===== config.mk =====
export PLATFORM = sky130hd
export DESIGN_NAME = cbt_bit_timing
export DESIGN_NICKNAME = d
export VERILOG_FILES = /design/src/cbt_pkg.sv /design/src/cbt_quantum_gen.sv /design/src/cbt_bit_sampler.sv /design/src/cbt_bit_timing.sv
export SDC_FILE = /design/constraint.sdc
export NUM_CORES = 1
export LEC_CHECK = 0
export ABC_AREA = 1
export BUFFER_PORTS_ARGS = -buffer_cell sky130_fd_sc_hd__buf_4
export CORE_ASPECT_RATIO = 0.6
export CORE_MARGIN = 3
export CORE_UTILIZATION = 50
export CTS_CLUSTER_SIZE = 24
export DETAILED_ROUTE_END_ITERATION = 12
export GPL_TIMING_DRIVEN = 0
export PLACE_DENSITY = 0.73
export SKIP_LAST_GASP = 1
export SYNTH_ARGS = -nofsm -noshare
export SYNTH_HDL_FRONTEND = slang
export SYNTH_SLANG_ARGS = --single-unit

===== constraint.sdc =====
create_clock -name CLK_SYS_IN -period 8.8 [get_ports CLK_SYS_IN]
set_input_delay 1.32 -clock CLK_SYS_IN [delete_from_list [all_inputs] [get_ports CLK_SYS_IN]]
set_output_delay 1.32 -clock CLK_SYS_IN [all_outputs]
set_load 0.01 [all_outputs]

===== src/cbt_pkg.sv =====
// constants shared by the bit timing configuration block
// assumes a 100 MHz system clock and an apb master with 32-bit data
//
// Contract
// - timing registers writable in configuration mode only
// - jump width equals field plus one quanta
// - quantum is two times prescaler plus one
// - phase two free or max(phase one, ipt)
// - sample mode: three samples or one sample
// - phase one length is field plus one
// - propagation length is field plus one
// - wake-up disable bit blocks bus activity wake-up
// - filter bit routes wake-up through line filter
// - phase two length is field plus one
// - phase two field ignored when select clear
package cbt_pkg;

    // ------------------------------------------------------------
    // register map (byte addresses)
    // ------------------------------------------------------------
    localparam logic [7:0] PRESCALE_JUMP_WIDTH_CTRL_OFS = 8'h00;
    localparam logic [7:0] SEGMENT_SAMPLING_CTRL_OFS    = 8'h04;
    localparam logic [7:0] WAKEUP_PHASE2_CTRL_OFS       = 8'h08;
    localparam logic [7:0] MODE_CTRL_OFS                = 8'h0C;
    localparam logic [7:0] TIMING_STATUS_OFS            = 8'h10;

    // ------------------------------------------------------------
    // field positions
    // ------------------------------------------------------------
    localparam int PRESCALER_LSB     = 0;
    localparam int JUMP_WIDTH_LSB    = 6;
    localparam int PROPAGATION_LSB   = 0;
    localparam int PHASE1_LSB        = 3;
    localparam int TRIPLE_SAMPLE_BIT = 6;
    localparam int PHASE2_FREE_BIT   = 7;
    localparam int PHASE2_LSB        = 0;
    localparam int WAKE_FILTER_BIT   = 6;
    localparam int WAKE_DISABLE_BIT  = 7;
    localparam int CONFIG_MODE_BIT   = 0;
    localparam int WAKE_SEEN_BIT     = 5;
    localparam logic [7:0] WAKEUP_PHASE2_MASK = 8'hC7;

    // ------------------------------------------------------------
    // reset values
    // ------------------------------------------------------------
    localparam logic [7:0] TIMING_REG_RESET = 8'h00;
    localparam logic       CONFIG_MODE_RESET = 1'b1;

    // ------------------------------------------------------------
    // timing
    // ------------------------------------------------------------
    localparam int CLK_PERIOD_NS       = 10;
    localparam int WAKE_FILTER_NS      = 50;
    localparam int WAKE_FILTER_CYCLES  = (WAKE_FILTER_NS + CLK_PERIOD_NS - 1) / CLK_PERIOD_NS;
    localparam logic [4:0] INFO_PROCESSING_QUANTA = 5'h02;
    localparam logic [4:0] SYNC_QUANTA            = 5'h01;

    // ------------------------------------------------------------
    // bit segment states
    // ------------------------------------------------------------
    typedef enum logic [3:0] {
        SEG_SYNC   = 4'b0001,
        SEG_PROP   = 4'b0010,
        SEG_PHASE1 = 4'b0100,
        SEG_PHASE2 = 4'b1000
    } cbt_seg_e;

    // field value plus one, as a quanta count
    function automatic logic [4:0] field_plus_one(input logic [2:0] f);
        field_plus_one = {2'b00, f} + 5'h01;
    endfunction : field_plus_one

endpackage : cbt_pkg


===== src/cbt_quantum_gen.sv =====
// time quantum tick generator
// assumes the prescaler value is stable while the generator runs
`timescale 1ns/10ps
module cbt_quantum_gen
    import cbt_pkg::*;
(
    // clock and reset
    input  wire logic       clk_in,
    input  wire logic       rst_n_in,
    // control
    input  wire logic       run_in,
    input  wire logic [5:0] quantum_prescaler_in,
    // tick
    output logic            tq_tick_out
);
    import cbt_pkg::*;

    logic [6:0] cnt_q;
    logic [6:0] last;

    // period is 2 x (field + 1) clocks; field 63 gives 128
    assign last        = {quantum_prescaler_in, 1'b1};
    assign tq_tick_out = run_in && (cnt_q == last);

    always_ff @(posedge clk_in)
    begin
        if (!rst_n_in || !run_in || tq_tick_out)
            cnt_q <= 7'h00;
        else
            cnt_q <= cnt_q + 7'h01;
    end

endmodule : cbt_quantum_gen


===== src/cbt_bit_sampler.sv =====
// receive bit sampler with single or triple sampling
// assumes rx is already synchronous to the system clock
`timescale 1ns/10ps
module cbt_bit_sampler
    import cbt_pkg::*;
(
    // clock and reset
    input  wire logic clk_in,
    input  wire logic rst_n_in,
    // timing
    input  wire logic tq_tick_in,
    input  wire logic sample_point_in,
    input  wire logic triple_sample_select_in,
    // line and result
    input  wire logic rx_in,
    output logic      rx_bit_out
);
    import cbt_pkg::*;

    logic [1:0] hist_q;
    logic       majority;

    // two earlier quanta plus the sample point itself
    assign majority = (hist_q[0] & hist_q[1]) | (hist_q[0] & rx_in) | (hist_q[1] & rx_in);

    always_ff @(posedge clk_in)
    begin
        if (!rst_n_in)
            hist_q <= 2'b11;
        else if (tq_tick_in)
            hist_q <= {hist_q[0], rx_in};
    end

    always_ff @(posedge clk_in)
    begin
        if (!rst_n_in)
            rx_bit_out <= 1'b1;
        else if (sample_point_in)
            rx_bit_out <= triple_sample_select_in ? majority : rx_in;
    end

endmodule : cbt_bit_sampler


===== src/cbt_bit_timing.sv =====
// bit timing configuration registers and nominal bit segment timer
// assumes an apb master; zero wait state slave; rx is synchronous
//
// Added by the designer: the APB register port and the register offsets.
`timescale 1ns/10ps
module cbt_bit_timing
    import cbt_pkg::*;
(
    // clock and reset
    input  wire logic        CLK_SYS_IN,
    input  wire logic        RST_N_IN,
    // apb slave
    input  wire logic        PSEL_IN,
    input  wire logic        PENABLE_IN,
    input  wire logic        PWRITE_IN,
    input  wire logic [7:0]  PADDR_IN,
    input  wire logic [31:0] PWDATA_IN,
    output logic [31:0]      PRDATA_OUT,
    output logic             PREADY_OUT,
    output logic             PSLVERR_OUT,
    // can line and power state
    input  wire logic        CAN_RX_IN,
    input  wire logic        SLEEP_IN,
    // timing outputs
    output logic             TQ_TICK_OUT,
    output logic             BIT_START_OUT,
    output logic             SAMPLE_POINT_OUT,
    output logic             RX_BIT_OUT,
    output logic             CONFIG_MODE_OUT,
    output logic             WAKE_OUT
);
    import cbt_pkg::*;

    // ------------------------------------------------------------
    // registers
    // ------------------------------------------------------------
    logic [7:0] prescale_jump_width_ctrl_q;
    logic [7:0] segment_sampling_ctrl_q;
    logic [7:0] wakeup_phase2_ctrl_q;
    logic       config_mode_q;
    logic       wake_seen_q;
    cbt_seg_e   state_q;

    logic       access;
    logic       wr;
    logic       cfg_wr;
    logic       mapped;
    logic [31:0] rdata;

    // fields
    logic [1:0] resync_jump_width;
    logic [5:0] quantum_prescaler;
    logic       phase2_free_select;
    logic       triple_sample_select;
    logic [2:0] phase1_length;
    logic [2:0] propagation_length;
    logic       bus_wakeup_disable;
    logic       wakeup_line_filter_select;
    logic [2:0] phase2_length;

    assign resync_jump_width         = prescale_jump_width_ctrl_q[JUMP_WIDTH_LSB +: 2];
    assign quantum_prescaler         = prescale_jump_width_ctrl_q[PRESCALER_LSB +: 6];
    assign phase2_free_select        = segment_sampling_ctrl_q[PHASE2_FREE_BIT];
    assign triple_sample_select      = segment_sampling_ctrl_q[TRIPLE_SAMPLE_BIT];
    assign phase1_length             = segment_sampling_ctrl_q[PHASE1_LSB +: 3];
    assign propagation_length        = segment_sampling_ctrl_q[PROPAGATION_LSB +: 3];
    assign bus_wakeup_disable        = wakeup_phase2_ctrl_q[WAKE_DISABLE_BIT];
    assign wakeup_line_filter_select = wakeup_phase2_ctrl_q[WAKE_FILTER_BIT];
    assign phase2_length             = wakeup_phase2_ctrl_q[PHASE2_LSB +: 3];

    // ------------------------------------------------------------
    // apb decode
    // ------------------------------------------------------------
    assign access      = PSEL_IN && PENABLE_IN;
    assign wr          = access && PWRITE_IN;
    assign cfg_wr      = wr && config_mode_q;
    assign PREADY_OUT  = 1'b1;
    assign PSLVERR_OUT = access && !mapped;

    always_comb
    begin
        mapped = 1'b1;
        rdata  = 32'h0000_0000;
        case (PADDR_IN)
            PRESCALE_JUMP_WIDTH_CTRL_OFS: rdata[7:0] = prescale_jump_width_ctrl_q;
            SEGMENT_SAMPLING_CTRL_OFS:    rdata[7:0] = segment_sampling_ctrl_q;
            WAKEUP_PHASE2_CTRL_OFS:       rdata[7:0] = wakeup_phase2_ctrl_q;
            MODE_CTRL_OFS:                rdata[CONFIG_MODE_BIT] = config_mode_q;
            TIMING_STATUS_OFS:            rdata[5:0] = {wake_seen_q, state_q, RX_BIT_OUT};
            default:                      mapped = 1'b0;
        endcase
    end

    always_ff @(posedge CLK_SYS_IN)
    begin
        if (!RST_N_IN)
            PRDATA_OUT <= 32'h0000_0000;
        else if (PSEL_IN && !PENABLE_IN && !PWRITE_IN)
            PRDATA_OUT <= rdata;
    end

    // timing registers: writes outside configuration mode are dropped
    always_ff @(posedge CLK_SYS_IN)
    begin
        if (!RST_N_IN)
        begin
            prescale_jump_width_ctrl_q <= TIMING_REG_RESET;
            segment_sampling_ctrl_q    <= TIMING_REG_RESET;
            wakeup_phase2_ctrl_q       <= TIMING_REG_RESET;
        end
        else if (cfg_wr)
        begin
            if (PADDR_IN == PRESCALE_JUMP_WIDTH_CTRL_OFS)
                prescale_jump_width_ctrl_q <= PWDATA_IN[7:0];
            if (PADDR_IN == SEGMENT_SAMPLING_CTRL_OFS)
                segment_sampling_ctrl_q <= PWDATA_IN[7:0];
            if (PADDR_IN == WAKEUP_PHASE2_CTRL_OFS)
                wakeup_phase2_ctrl_q <= PWDATA_IN[7:0] & WAKEUP_PHASE2_MASK;
        end
    end

    always_ff @(posedge CLK_SYS_IN)
    begin
        if (!RST_N_IN)
            config_mode_q <= CONFIG_MODE_RESET;
        else if (wr && PADDR_IN == MODE_CTRL_OFS)
            config_mode_q <= PWDATA_IN[CONFIG_MODE_BIT];
    end

    // sticky wake flag; a new wake beats a clear in the same cycle
    always_ff @(posedge CLK_SYS_IN)
    begin
        if (!RST_N_IN)
            wake_seen_q <= 1'b0;
        else if (WAKE_OUT)
            wake_seen_q <= 1'b1;
        else if (wr && PADDR_IN == TIMING_STATUS_OFS && PWDATA_IN[WAKE_SEEN_BIT])
            wake_seen_q <= 1'b0;
    end

    assign CONFIG_MODE_OUT = config_mode_q;

    // ------------------------------------------------------------
    // segment lengths
    // ------------------------------------------------------------
    logic [4:0] prop_len;
    logic [4:0] ph1_len;
    logic [4:0] ph1_base;
    logic [4:0] ph2_len;
    logic [4:0] sjw_len;

    assign sjw_len  = {3'b000, resync_jump_width} + 5'h01;
    assign prop_len = field_plus_one(propagation_length);
    assign ph1_base = field_plus_one(phase1_length);

    // clear select ignores the programmed field entirely
    always_comb
    begin
        if (phase2_free_select)
            ph2_len = field_plus_one(phase2_length);
        else if (ph1_base > INFO_PROCESSING_QUANTA)
            ph2_len = ph1_base;
        else
            ph2_len = INFO_PROCESSING_QUANTA;
    end

    // ------------------------------------------------------------
    // segment state machine
    // ------------------------------------------------------------
    cbt_seg_e   state_d;
    logic [4:0] qcnt_q;
    logic [4:0] ext_q;
    logic [4:0] short_q;
    logic       resynced_q;
    logic       rx_prev_q;
    logic       run;
    logic       tick;
    logic       seg_end;
    logic       fall_edge;
    logic [4:0] err;
    logic [4:0] remain;

    assign run       = !config_mode_q;
    assign ph1_len   = ph1_base + ext_q;
    assign fall_edge = tick && rx_prev_q && !CAN_RX_IN && !resynced_q;
    assign remain    = ph2_len - qcnt_q;

    cbt_quantum_gen u_quantum
    (
        .clk_in               (CLK_SYS_IN),
        .rst_n_in             (RST_N_IN),
        .run_in               (run),
        .quantum_prescaler_in (quantum_prescaler),
        .tq_tick_out          (tick)
    );

    always_comb
    begin
        seg_end = 1'b0;
        state_d = state_q;
        err     = 5'h00;
        case (state_q)
            SEG_SYNC:
            begin
                seg_end = (qcnt_q == SYNC_QUANTA - 5'h01);
                state_d = SEG_PROP;
            end
            SEG_PROP:
            begin
                seg_end = (qcnt_q == prop_len - 5'h01);
                state_d = SEG_PHASE1;
                err     = qcnt_q + 5'h01;
            end
            SEG_PHASE1:
            begin
                seg_end = (qcnt_q == ph1_len - 5'h01);
                state_d = SEG_PHASE2;
                err     = prop_len + qcnt_q + 5'h01;
            end
            SEG_PHASE2:
            begin
                seg_end = (qcnt_q + short_q == ph2_len - 5'h01)
                          || (fall_edge && remain <= sjw_len);
                state_d = SEG_SYNC;
            end
            default:
            begin
                seg_end = 1'b1;
                state_d = SEG_SYNC;
            end
        endcase
    end

    always_ff @(posedge CLK_SYS_IN)
    begin
        if (!RST_N_IN || !run)
        begin
            state_q <= SEG_SYNC;
            qcnt_q  <= 5'h00;
        end
        else if (tick)
        begin
            if (seg_end)
            begin
                state_q <= state_d;
                qcnt_q  <= 5'h00;
            end
            else
                qcnt_q <= qcnt_q + 5'h01;
        end
    end

    // resynchronisation: late edge stretches phase one, early edge cuts phase two
    always_ff @(posedge CLK_SYS_IN)
    begin
        if (!RST_N_IN || !run)
        begin
            ext_q      <= 5'h00;
            short_q    <= 5'h00;
            resynced_q <= 1'b0;
        end
        else if (tick && seg_end && state_q == SEG_PHASE2)
        begin
            ext_q      <= 5'h00;
            short_q    <= 5'h00;
            resynced_q <= 1'b0;
        end
        else if (fall_edge && state_q != SEG_SYNC)
        begin
            resynced_q <= 1'b1;
            if (state_q == SEG_PHASE2)
                short_q <= sjw_len;
            else
                ext_q <= (err < sjw_len) ? err : sjw_len;
        end
    end

    always_ff @(posedge CLK_SYS_IN)
    begin
        if (!RST_N_IN)
            rx_prev_q <= 1'b1;
        else if (tick)
            rx_prev_q <= CAN_RX_IN;
    end

    // sample point is the end of phase one
    assign SAMPLE_POINT_OUT = tick && seg_end && state_q == SEG_PHASE1;
    assign BIT_START_OUT    = tick && seg_end && state_q == SEG_PHASE2;
    assign TQ_TICK_OUT      = tick;

    cbt_bit_sampler u_sampler
    (
        .clk_in                  (CLK_SYS_IN),
        .rst_n_in                (RST_N_IN),
        .tq_tick_in              (tick),
        .sample_point_in         (SAMPLE_POINT_OUT),
        .triple_sample_select_in (triple_sample_select),
        .rx_in                   (CAN_RX_IN),
        .rx_bit_out              (RX_BIT_OUT)
    );

    // ------------------------------------------------------------
    // bus activity wake-up
    // ------------------------------------------------------------
    // filter rejects dominant glitches shorter than the filter time
    logic [7:0] low_cnt_q;
    logic       filtered_low;
    logic       raw_low;
    logic       armed_q;
    logic       wake_req;

    assign filtered_low = (low_cnt_q >= 8'(WAKE_FILTER_CYCLES));
    assign raw_low      = !CAN_RX_IN;
    assign wake_req     = SLEEP_IN && !bus_wakeup_disable
                          && (wakeup_line_filter_select ? filtered_low : raw_low);

    always_ff @(posedge CLK_SYS_IN)
    begin
        if (!RST_N_IN || CAN_RX_IN)
            low_cnt_q <= 8'h00;
        else if (!filtered_low)
            low_cnt_q <= low_cnt_q + 8'h01;
    end

    // one pulse per sleep period
    always_ff @(posedge CLK_SYS_IN)
    begin
        if (!RST_N_IN || !SLEEP_IN)
            armed_q <= 1'b1;
        else if (wake_req)
            armed_q <= 1'b0;
    end

    always_ff @(posedge CLK_SYS_IN)
    begin
        if (!RST_N_IN)
            WAKE_OUT <= 1'b0;
        else
            WAKE_OUT <= wake_req && armed_q;
    end

endmodule : cbt_bit_timing


==> run_summary.xml, run 1 <==
<?xml version="1.0" encoding="UTF-8"?>
<metrics>
  <group name="run_status">
    <metric name="result_of_the_run" unit="">completed</metric>
  </group>
  <group name="floorplanning">
    <metric name="dieArea" unit="µm²">10810</metric>
    <metric name="fp-row-count" unit="">26</metric>
    <metric name="design.portCount" unit="">87</metric>
    <metric name="fp.dieH" unit="µm">81.75</metric>
    <metric name="initial_utilization" unit="">0.5385</metric>
    <metric name="die_width" unit="µm">132.3</metric>
    <metric name="floorplan.core_area" unit="µm²">8881</metric>
  </group>
  <group name="route">
    <metric name="wire_per_inst" unit="µm">16.12</metric>
    <metric name="route.detailed.vias_per_inst" unit="">5.413</metric>
    <metric name="detailedRoute.firstIterationViolations" unit="">521</metric>
    <metric name="drt_pass1_iterations" unit="">6</metric>
    <metric name="vias" unit="">4877</metric>
    <metric name="remaining_drc_errors" unit="">0</metric>
    <metric name="postRouteWirelength" unit="µm">14530</metric>
    <metric name="detail-route-antenna-nets" unit="">0</metric>
  </group>
  <group name="yosys">
    <metric name="postSynthRegisterBits" unit="">69</metric>
    <metric name="gate_count_post_synth" unit="">699</metric>
    <metric name="synthesis_warning_total" unit="">0</metric>
    <metric name="synth_cell_type_count" unit="">44</metric>
    <metric name="syn-mean-instance-area" unit="µm²">6.841</metric>
    <metric name="synth_sequential_area_ratio" unit="">0.2889</metric>
    <metric name="dominantRegCellSynth" unit="">sky130_fd_sc_hd__dfxtp_1</metric>
    <metric name="post_synth_instance_area" unit="µm²">4782</metric>
    <metric name="number_of_enable_flip_flop_cells_after_synthesis" unit="">0</metric>
    <metric name="asyncSetResetFlopFracSynth" unit="">0</metric>
  </group>
  <group name="worst_setup_path">
    <metric name="r2r_start" unit="">segment_sampling_ctrl_q[4]$_SDFFE_PN0P_</metric>
    <metric name="worstPathArrival" unit="ps">3720</metric>
    <metric name="startpoint_type" unit="">register</metric>
    <metric name="critical_path_required" unit="ps">7480</metric>
    <metric name="critical_path_peak_fanout" unit="">9</metric>
    <metric name="path_type_of_the_worst_setup_path" unit="">reg2out</metric>
    <metric name="reg2regPathDepth" unit="">22</metric>
    <metric name="timing.critical_path.from" unit="">segment_sampling_ctrl_q[4]$_SDFFE_PN0P_</metric>
    <metric name="r2r-end" unit="">short_q[1]$_SDFFE_PP0P_</metric>
    <metric name="endpoint_kind" unit="">output port</metric>
    <metric name="r2r_slack" unit="ps">5400</metric>
  </group>
  <group name="worst_hold_path">
    <metric name="worstHoldPathCells" unit="">2</metric>
    <metric name="worstHoldEndpoint" unit="">low_cnt_q[5]$_SDFFE_PP0P_</metric>
    <metric name="hp_start" unit="">low_cnt_q[5]$_SDFFE_PP0P_</metric>
    <metric name="hold_path.class" unit="">reg2reg</metric>
  </group>
  <group name="cells_and_area">
    <metric name="finish.net_count" unit="">855</metric>
    <metric name="layout-drive-gt1-share" unit="">0.1626</metric>
    <metric name="final_cells" unit="">901</metric>
    <metric name="num_antenna_cells" unit="">0</metric>
    <metric name="synthToLayoutAreaGrowth" unit="%">17.37</metric>
  </group>
  <group name="sta">
    <metric name="skew" unit="ps">6.545</metric>
    <metric name="finalSetupTns" unit="ps">0</metric>
    <metric name="grt_setup_unrepaired" unit="">false</metric>
    <metric name="finalHoldViolCount" unit="">0</metric>
    <metric name="final.min_clock_period" unit="ps">5035</metric>
    <metric name="fraction_of_the_cycle_the_final_worst_path_needs" unit="">0.5722</metric>
    <metric name="max_slew.worst_pin.slew" unit="ps">1085</metric>
    <metric name="slew_viol_final" unit="">0</metric>
    <metric name="max_freq" unit="MHz">198.6</metric>
    <metric name="slew_headroom" unit="">0.2709</metric>
    <metric name="endpoints_failing_setup" unit="">0</metric>
  </group>
  <group name="power">
    <metric name="cellLeakagePower" unit="nW">2.614</metric>
    <metric name="ir_drop" unit="mV">0.1220</metric>
    <metric name="sequentialPowerShare" unit="">0.430</metric>
    <metric name="comb_power_share" unit="">0.055</metric>
    <metric name="power_switching_share" unit="">0.2333</metric>
    <metric name="p_int" unit="W">0.0005607</metric>
    <metric name="power_density" unit="nW/µm²">130.3</metric>
    <metric name="power.clock.fraction" unit="">0.515</metric>
    <metric name="power_switching" unit="W">0.0001706</metric>
  </group>
  <group name="clocking">
    <metric name="clock_path_buffers" unit="">2</metric>
    <metric name="postCtsSetupBuffers" unit="">0</metric>
    <metric name="path_clk_slew" unit="ps">60</metric>
    <metric name="cts.hold.buffers_added" unit="">0</metric>
    <metric name="clock_tree.root_cell" unit="">sky130_fd_sc_hd__clkbuf_16</metric>
    <metric name="post_cts.resized_instances" unit="">0</metric>
    <metric name="insertion_delay" unit="ps">340</metric>
    <metric name="cts_tree" unit="">yes</metric>
    <metric name="clock_sinks" unit="">69</metric>
    <metric name="cts.htree.levels" unit="">3</metric>
    <metric name="cts_inserted_buffers" unit="">9</metric>
  </group>
  <group name="job">
    <metric name="timing.max_cap.violations" unit="">0</metric>
  </group>
  <group name="global_route">
    <metric name="grt.total_usage" unit="">0.2748</metric>
    <metric name="remaining_global_route_overflow" unit="">0</metric>
    <metric name="antenna_found_initial" unit="">0</metric>
    <metric name="grt_pass1_wl" unit="µm">23030</metric>
    <metric name="vias_in_the_first_global_route" unit="">4530</metric>
    <metric name="pin_count_of_the_biggest_net_entering_global_routing" unit="">14</metric>
  </group>
  <group name="placement">
    <metric name="final_replace_weighted_congestion" unit="">0.9840</metric>
    <metric name="port-buffer-count" unit="">37</metric>
    <metric name="dp.cells" unit="">885</metric>
    <metric name="detailed_place_hpwl" unit="µm">11720</metric>
  </group>
</metrics>
-- worst max-delay path, cell delays in order (launching register included) --
cell                      delay, ps
sky130_fd_sc_hd__dfxtp_1        370
sky130_fd_sc_hd__inv_1          140
sky130_fd_sc_hd__nand2_1         80
sky130_fd_sc_hd__nand3_1        130
sky130_fd_sc_hd__nand2_1        110
sky130_fd_sc_hd__inv_1          140
sky130_fd_sc_hd__ha_1           160
sky130_fd_sc_hd__inv_1           60
sky130_fd_sc_hd__fa_1           400
sky130_fd_sc_hd__xor2_1         160
sky130_fd_sc_hd__ha_1           320
sky130_fd_sc_hd__a21oi_1        170
sky130_fd_sc_hd__o21ai_0        100
sky130_fd_sc_hd__nand2_1         70
sky130_fd_sc_hd__nand3_1         80
sky130_fd_sc_hd__nor2_1         120
sky130_fd_sc_hd__nand4_1        100
sky130_fd_sc_hd__nand2_1         90
sky130_fd_sc_hd__nand2_2         60
sky130_fd_sc_hd__nand2_4        140
sky130_fd_sc_hd__nand2_1         80
sky130_fd_sc_hd__nor2_1         140
sky130_fd_sc_hd__buf_4          140
-- Yosys cell counts (2+ instances only) --
library cell / count / share of area
sky130_fd_sc_hd__nand2_1: 138 / 0.11
sky130_fd_sc_hd__inv_1: 111 / 0.087
sky130_fd_sc_hd__dfxtp_1: 69 / 0.29
sky130_fd_sc_hd__nor2_1: 56 / 0.044
sky130_fd_sc_hd__nand3_1: 54 / 0.057
sky130_fd_sc_hd__a21oi_1: 49 / 0.051
sky130_fd_sc_hd__o21ai_0: 38 / 0.040
sky130_fd_sc_hd__ha_1: 34 / 0.089
sky130_fd_sc_hd__buf_4: 26 / 0.041
sky130_fd_sc_hd__nand4_1: 19 / 0.025
sky130_fd_sc_hd__xor2_1: 15 / 0.027
sky130_fd_sc_hd__nor2_2: 12 / 0.016
sky130_fd_sc_hd__inv_2: 9 / 0.0071
sky130_fd_sc_hd__nand2_2: 7 / 0.0092
sky130_fd_sc_hd__o22ai_1: 7 / 0.0092
sky130_fd_sc_hd__nor3_1: 5 / 0.0052
sky130_fd_sc_hd__fa_1: 4 / 0.017
sky130_fd_sc_hd__nand3_2: 4 / 0.0084
sky130_fd_sc_hd__o221ai_1: 4 / 0.0073
sky130_fd_sc_hd__clkbuf_1: 3 / 0.0024
sky130_fd_sc_hd__nor2_4: 3 / 0.0071
sky130_fd_sc_hd__nor4_1: 3 / 0.0039
sky130_fd_sc_hd__and3_1: 2 / 0.0026
sky130_fd_sc_hd__buf_2: 2 / 0.0021
sky130_fd_sc_hd__conb_1: 2 / 0.0016
sky130_fd_sc_hd__nand2_4: 2 / 0.0047
sky130_fd_sc_hd__nor3_2: 2 / 0.0042
sky130_fd_sc_hd__o211ai_1: 2 / 0.0031
sky130_fd_sc_hd__o21ai_1: 2 / 0.0021
-- cell families after synthesis --
kind of cell,after synthesis,synth area share
and+or+nand+nor,314,0.3106
buffers and inverters,152,0.1402
AOI/OAI and AO/OA,108,0.1238
xor gates and xnor gates,16,0.02931
adders and majority gates,38,0.1057
other,2,0.001570
DFF,69,0.2889
-- through the flow --
| step | hold slack (ps) | power, W | cell area, µm² | utilization | setup slack [ps] |
|---|---|---|---|---|---|
| 5_1_grt | 442.8 | 0.0007541 | 5613 | 0.6320 | 3399 |
| 2_1_floorplan | 408.5 | 0.0003453 | 4868 | - | 4665 |
| 3_3_place_gp | 416.2 | 0.0003594 | 5304 | 0.5972 | 4253 |
| 6_report | 428.2 | 0.0007313 | 5613 | 0.6320 | 3765 |
| 4_1_cts | 428.7 | 0.0007312 | 5613 | 0.6320 | 3792 |
| 3_5_place_dp | 418.3 | 0.0003605 | 5304 | 0.5972 | 4155 |
-- cell type report --
cell class | instances | area (µm²)
Clock inverter | 6 | 70.07
Buffer | 31 | 216.5
Tap cell | 126 | 157.7
Multi-Input combinational cell | 501 | 2816
Sequential cell | 69 | 1381
Timing Repair Buffer | 37 | 277.8
Fill cell | 835 | 3268
Clock buffer | 10 | 239.0
Inverter | 121 | 454.2
-- registers in the layout, summed over array words and instances, names as in the netlist --
signal	flops
PRDATA_OUT	8
low_cnt_q	8
prescale_jump_width_ctrl_q	8
segment_sampling_ctrl_q	8
u_quantum.cnt_q	7
ext_q	5
qcnt_q	5
wakeup_phase2_ctrl_q	5
state_q	4
short_q	3
u_sampler.hist_q	2
CONFIG_MODE_OUT	1
WAKE_OUT	1
armed_q	1
resynced_q	1
u_sampler.rx_bit_out	1
wake_seen_q	1
-- layout by cell type, fill, tap and decap left out, types with 3 or more instances in the layout --
master and count:
sky130_fd_sc_hd__inv_1 111, sky130_fd_sc_hd__nand4_1 19, sky130_fd_sc_hd__nor3_1 5, sky130_fd_sc_hd__conb_1 25
sky130_fd_sc_hd__o21ai_0 38, sky130_fd_sc_hd__nand2_2 7, sky130_fd_sc_hd__clkinvlp_4 3, sky130_fd_sc_hd__nor2_4 3
sky130_fd_sc_hd__buf_4 63, sky130_fd_sc_hd__nand3_2 4, sky130_fd_sc_hd__clkbuf_1 3, sky130_fd_sc_hd__dfxtp_1 69
sky130_fd_sc_hd__fa_1 4, sky130_fd_sc_hd__nor4_1 3, sky130_fd_sc_hd__nor2_2 12, sky130_fd_sc_hd__o22ai_1 7
sky130_fd_sc_hd__a21oi_1 49, sky130_fd_sc_hd__nand3_1 54, sky130_fd_sc_hd__inv_2 9, sky130_fd_sc_hd__o221ai_1 4
sky130_fd_sc_hd__clkbuf_16 9, sky130_fd_sc_hd__ha_1 34, sky130_fd_sc_hd__xor2_1 15, sky130_fd_sc_hd__nor2_1 56
sky130_fd_sc_hd__nand2_1 138
-- worst max path at each step --
stage | to | cells after the start
floorplan | BIT_START_OUT | 18
global placement | SAMPLE_POINT_OUT | 21
detailed placement | BIT_START_OUT | 19
CTS | BIT_START_OUT | 19
global route | BIT_START_OUT | 22
finish | SAMPLE_POINT_OUT | 22
-- power by group through the flow --
stage	sequential, W	combinational, W	clock [W]
floorplan	0.000322	0.0000238	0
detailed placement	0.000322	0.0000389	0
CTS	0.000315	0.0000390	0.000378
global placement	0.000321	0.0000379	0
global route	0.000315	0.0000437	0.000396
finish	0.000315	0.0000402	0.000376
-- routing by layer --
| layer | GRT usage | routed length (µm) | vias up |
|---|---|---|---|
| li1 | - | - | 2370 |
| met1 | 0.3885 | 6917 | 2246 |
| met2 | 0.4136 | 5773 | 237 |
| met3 | 0.09302 | 1711 | 24 |
| met4 | 0.04668 | 124 | 0 |
| met5 | 0 | 0 | - |
No activity file was read; power rests on OpenSTA's default activity.
==> inputs of run 2 (changes only) <==
--- a/config.mk
+++ b/config.mk
@@ -13,7 +13,7 @@
 export CTS_CLUSTER_SIZE = 24
 export DETAILED_ROUTE_END_ITERATION = 12
 export GPL_TIMING_DRIVEN = 0
-export PLACE_DENSITY = 0.73
+export PLACE_DENSITY = 0.76
 export SKIP_LAST_GASP = 1
 export SYNTH_ARGS = -nofsm -noshare
 export SYNTH_HDL_FRONTEND = slang
==> constraint.sdc (replaced) <==
create_clock -name CLK_SYS_IN -period 4 [get_ports CLK_SYS_IN]
set_input_delay 0.6 -clock CLK_SYS_IN [delete_from_list [all_inputs] [get_ports CLK_SYS_IN]]
set_output_delay 0.6 -clock CLK_SYS_IN [all_outputs]
set_load 0.01 [all_outputs]
==> run 2 against run 1 <==
- sequential share of layout area shrank 0.59 points
- power is 120% higher
- final cell count is 1.4% higher
- die area is the same
- register-to-register slack worse by 4700 ps
- largest cell class unchanged
- largest power group unchanged
==> run_summary.xml, run 2 (synthesized netlist as in run 1, its figures left out) <==
<?xml version="1.0" encoding="UTF-8"?>
<metrics>
  <group name="run_status">
    <metric name="result_of_the_run" unit="">completed</metric>
  </group>
  <group name="worst_setup_path">
    <metric name="critical_path_peak_fanout" unit="">6</metric>
    <metric name="worstPathArrival" unit="ps">3280</metric>
    <metric name="worst_path_largest_cell_delay" unit="ps">390</metric>
    <metric name="path_type_of_the_worst_setup_path" unit="">reg2out</metric>
    <metric name="critical_path_required" unit="ps">3400</metric>
    <metric name="timing.critical_path.cells" unit="">inv_2, nand3_2, nand2_2, inv_2, ha_4, inv_2, fa_2, xor2_2, ha_1, a21oi_1, o21ai_1, nand2_1, nand3_2, nor2_2, nand4_1, nand2_1, nand2_2, nand2_4, nand2_4, nor2_4, buf_6</metric>
    <metric name="most_common_cell_type_on_the_critical_path" unit="">sky130_fd_sc_hd__inv_2</metric>
    <metric name="endpoint_kind" unit="">output port</metric>
    <metric name="worst_path_max_delay_cell" unit="">sky130_fd_sc_hd__dfxtp_2</metric>
    <metric name="startpoint_type" unit="">register</metric>
  </group>
  <group name="cells_and_area">
    <metric name="final_cell_area" unit="µm²">5828</metric>
    <metric name="final_common_cell" unit="">sky130_fd_sc_hd__nand2_1</metric>
    <metric name="layout_common_cells" unit="">sky130_fd_sc_hd__nand2_1, sky130_fd_sc_hd__inv_1, sky130_fd_sc_hd__buf_4, sky130_fd_sc_hd__dfxtp_1, sky130_fd_sc_hd__nor2_1</metric>
    <metric name="layout-drive-gt1-share" unit="">0.2094</metric>
    <metric name="finish.net_count" unit="">868</metric>
    <metric name="final_cells" unit="">914</metric>
    <metric name="num_antenna_cells" unit="">0</metric>
    <metric name="synthToLayoutAreaGrowth" unit="%">21.87</metric>
    <metric name="nFillCells" unit="">770</metric>
  </group>
  <group name="sta">
    <metric name="endpoints_failing_setup" unit="">0</metric>
    <metric name="grt_setup_unrepaired" unit="">true</metric>
    <metric name="slew_headroom" unit="">0.2240</metric>
    <metric name="fraction_of_the_cycle_the_final_worst_path_needs" unit="">0.9695</metric>
    <metric name="max_freq" unit="MHz">257.9</metric>
    <metric name="max_slew.worst_pin.slew" unit="ps">1155</metric>
    <metric name="finalHoldViolCount" unit="">0</metric>
    <metric name="skew" unit="ps">9.421</metric>
    <metric name="finalHoldWorstSlack" unit="ps">437.0</metric>
    <metric name="finalWorstSetupSlack" unit="ps">122.0</metric>
    <metric name="slew_viol_final" unit="">0</metric>
    <metric name="final.min_clock_period" unit="ps">3878</metric>
  </group>
  <group name="placement">
    <metric name="final_replace_weighted_congestion" unit="">0.9851</metric>
    <metric name="detailed_place_hpwl" unit="µm">11760</metric>
    <metric name="port-buffer-count" unit="">37</metric>
    <metric name="dp.cells" unit="">885</metric>
    <metric name="postPlaceCellArea" unit="µm²">5304</metric>
    <metric name="post-place-ws" unit="ps">99.95</metric>
  </group>
  <group name="clocking">
    <metric name="cts.htree.levels" unit="">3</metric>
    <metric name="path_clk_slew" unit="ps">60</metric>
    <metric name="clock_tree.root_cell" unit="">sky130_fd_sc_hd__clkbuf_16</metric>
    <metric name="clock_path_buffers" unit="">2</metric>
    <metric name="cts_inserted_buffers" unit="">9</metric>
    <metric name="insertion_delay" unit="ps">340</metric>
    <metric name="clock_sinks" unit="">69</metric>
    <metric name="cts_tree" unit="">yes</metric>
    <metric name="cts.hold.buffers_added" unit="">0</metric>
  </group>
  <group name="global_route">
    <metric name="grt_pass1_wl" unit="µm">22870</metric>
    <metric name="pin_count_of_the_biggest_net_entering_global_routing" unit="">14</metric>
    <metric name="antenna_found_initial" unit="">0</metric>
    <metric name="grt.total_usage" unit="">0.2734</metric>
    <metric name="remaining_global_route_overflow" unit="">0</metric>
    <metric name="vias_in_the_first_global_route" unit="">4491</metric>
  </group>
  <group name="power">
    <metric name="ir_drop" unit="mV">0.3112</metric>
    <metric name="power_density" unit="nW/µm²">273.2</metric>
    <metric name="cellLeakagePower" unit="nW">2.680</metric>
  </group>
  <group name="route">
    <metric name="vias" unit="">4909</metric>
    <metric name="remaining_drc_errors" unit="">0</metric>
    <metric name="detailedRoute.firstIterationViolations" unit="">473</metric>
    <metric name="detail-route-antenna-nets" unit="">0</metric>
    <metric name="drt_pass1_iterations" unit="">7</metric>
    <metric name="postRouteWirelength" unit="µm">14800</metric>
    <metric name="wire_per_inst" unit="µm">16.20</metric>
    <metric name="route.detailed.vias_per_inst" unit="">5.371</metric>
  </group>
  <group name="worst_hold_path">
    <metric name="hold_path.class" unit="">reg2reg</metric>
  </group>
  <group name="floorplanning">
    <metric name="fp.dieH" unit="µm">81.75</metric>
    <metric name="design.portCount" unit="">87</metric>
    <metric name="initial_utilization" unit="">0.5385</metric>
    <metric name="die_width" unit="µm">132.3</metric>
    <metric name="floorplan.core_area" unit="µm²">8881</metric>
    <metric name="dieArea" unit="µm²">10810</metric>
    <metric name="fp-row-count" unit="">26</metric>
  </group>
  <group name="job">
    <metric name="timing.max_cap.violations" unit="">0</metric>
  </group>
</metrics>
[run 2: cell types whose count changed in the layout (fill, tap and decap cells not counted), moves of 4 or more]
cell                      before  now
sky130_fd_sc_hd__dfxtp_4       0    4
sky130_fd_sc_hd__buf_4        63   74
sky130_fd_sc_hd__inv_2         9   13
sky130_fd_sc_hd__dfxtp_1      69   62
sky130_fd_sc_hd__inv_1       111  106
sky130_fd_sc_hd__nand2_1     138  134
sky130_fd_sc_hd__ha_1         34   30
[run 2: final cells by class]
cell class / instances / area, µm² / share of cell area
clock buffer: 10 / 229.0 / 0.03929
multi-input combinational: 501 / 2914 / 0.5000
sequential: 69 / 1400 / 0.2402
inverter: 121 / 456.7 / 0.07836
timing repair buffer: 50 / 382.9 / 0.06569
clock inverter: 6 / 71.32 / 0.01224
buffer: 31 / 216.5 / 0.03714
tap: 126 / 157.7 / 0.02705
[run 2: power breakdown]
| group | total, W | internal (W) | switching [W] | leakage (nW) |
|---|---|---|---|---|
| clock | 0.000813 | 0.000488 | 0.000325 | 0.140 |
| sequential | 0.000690 | 0.000687 | 0.00000230 | 0.561 |
| combinational | 0.0000895 | 0.0000401 | 0.0000494 | 1.98 |
[run 2: path summary, 6_finish.rpt]
| path | startpoint | endpoint | slack, ps | cells after the start |
|---|---|---|---|---|
| hold reg to reg | low_cnt_q[4]$_SDFFE_PP0P_ | low_cnt_q[4]$_SDFFE_PP0P_ | 440 | 2 |
| hold / removal | low_cnt_q[4]$_SDFFE_PP0P_ | low_cnt_q[4]$_SDFFE_PP0P_ | 440 | 2 |
| setup reg to reg | segment_sampling_ctrl_q[7]$_SDFFE_PN0P_ | ext_q[0]$_SDFFE_PP0P_ | 720 | 23 |
| setup / recovery | segment_sampling_ctrl_q[7]$_SDFFE_PN0P_ | SAMPLE_POINT_OUT | 120 | 21 |
[run 2: what timing repair did]
item,in CTS,in global routing
setup endpoints to repair,2,2
pin swaps,2,14
buffers inserted,2,11
resized for setup,7,34
[run 2: through the flow]
step                total power (W)  setup TNS, ps  utilization
floorplan                 0.0007597              0            -
global placement          0.0007908              0       0.5972
detailed placement        0.0007930              0       0.5972
CTS                        0.001592              0       0.6337
global route               0.001635         -153.5       0.6562
finish                     0.001592              0       0.6562
[run 2: routing by layer]
| layer | vias up | wire length (µm) | GRT usage |
|---|---|---|---|
| met5 | - | 0 | 0 |
| met4 | 0 | 140 | 0.06224 |
| met3 | 17 | 1854 | 0.08262 |
| met2 | 244 | 6042 | 0.4070 |
| met1 | 2252 | 6765 | 0.3900 |
| li1 | 2396 | - | - |
[run 2: critical path, delay by kind of cell, from the launching register on]
family	cells	cell delay (ps)
flops	1	390
compound gates	2	190
fa+ha+maj	3	850
xor+xnor	1	190
simple gates	11	960
buf+inv	4	350
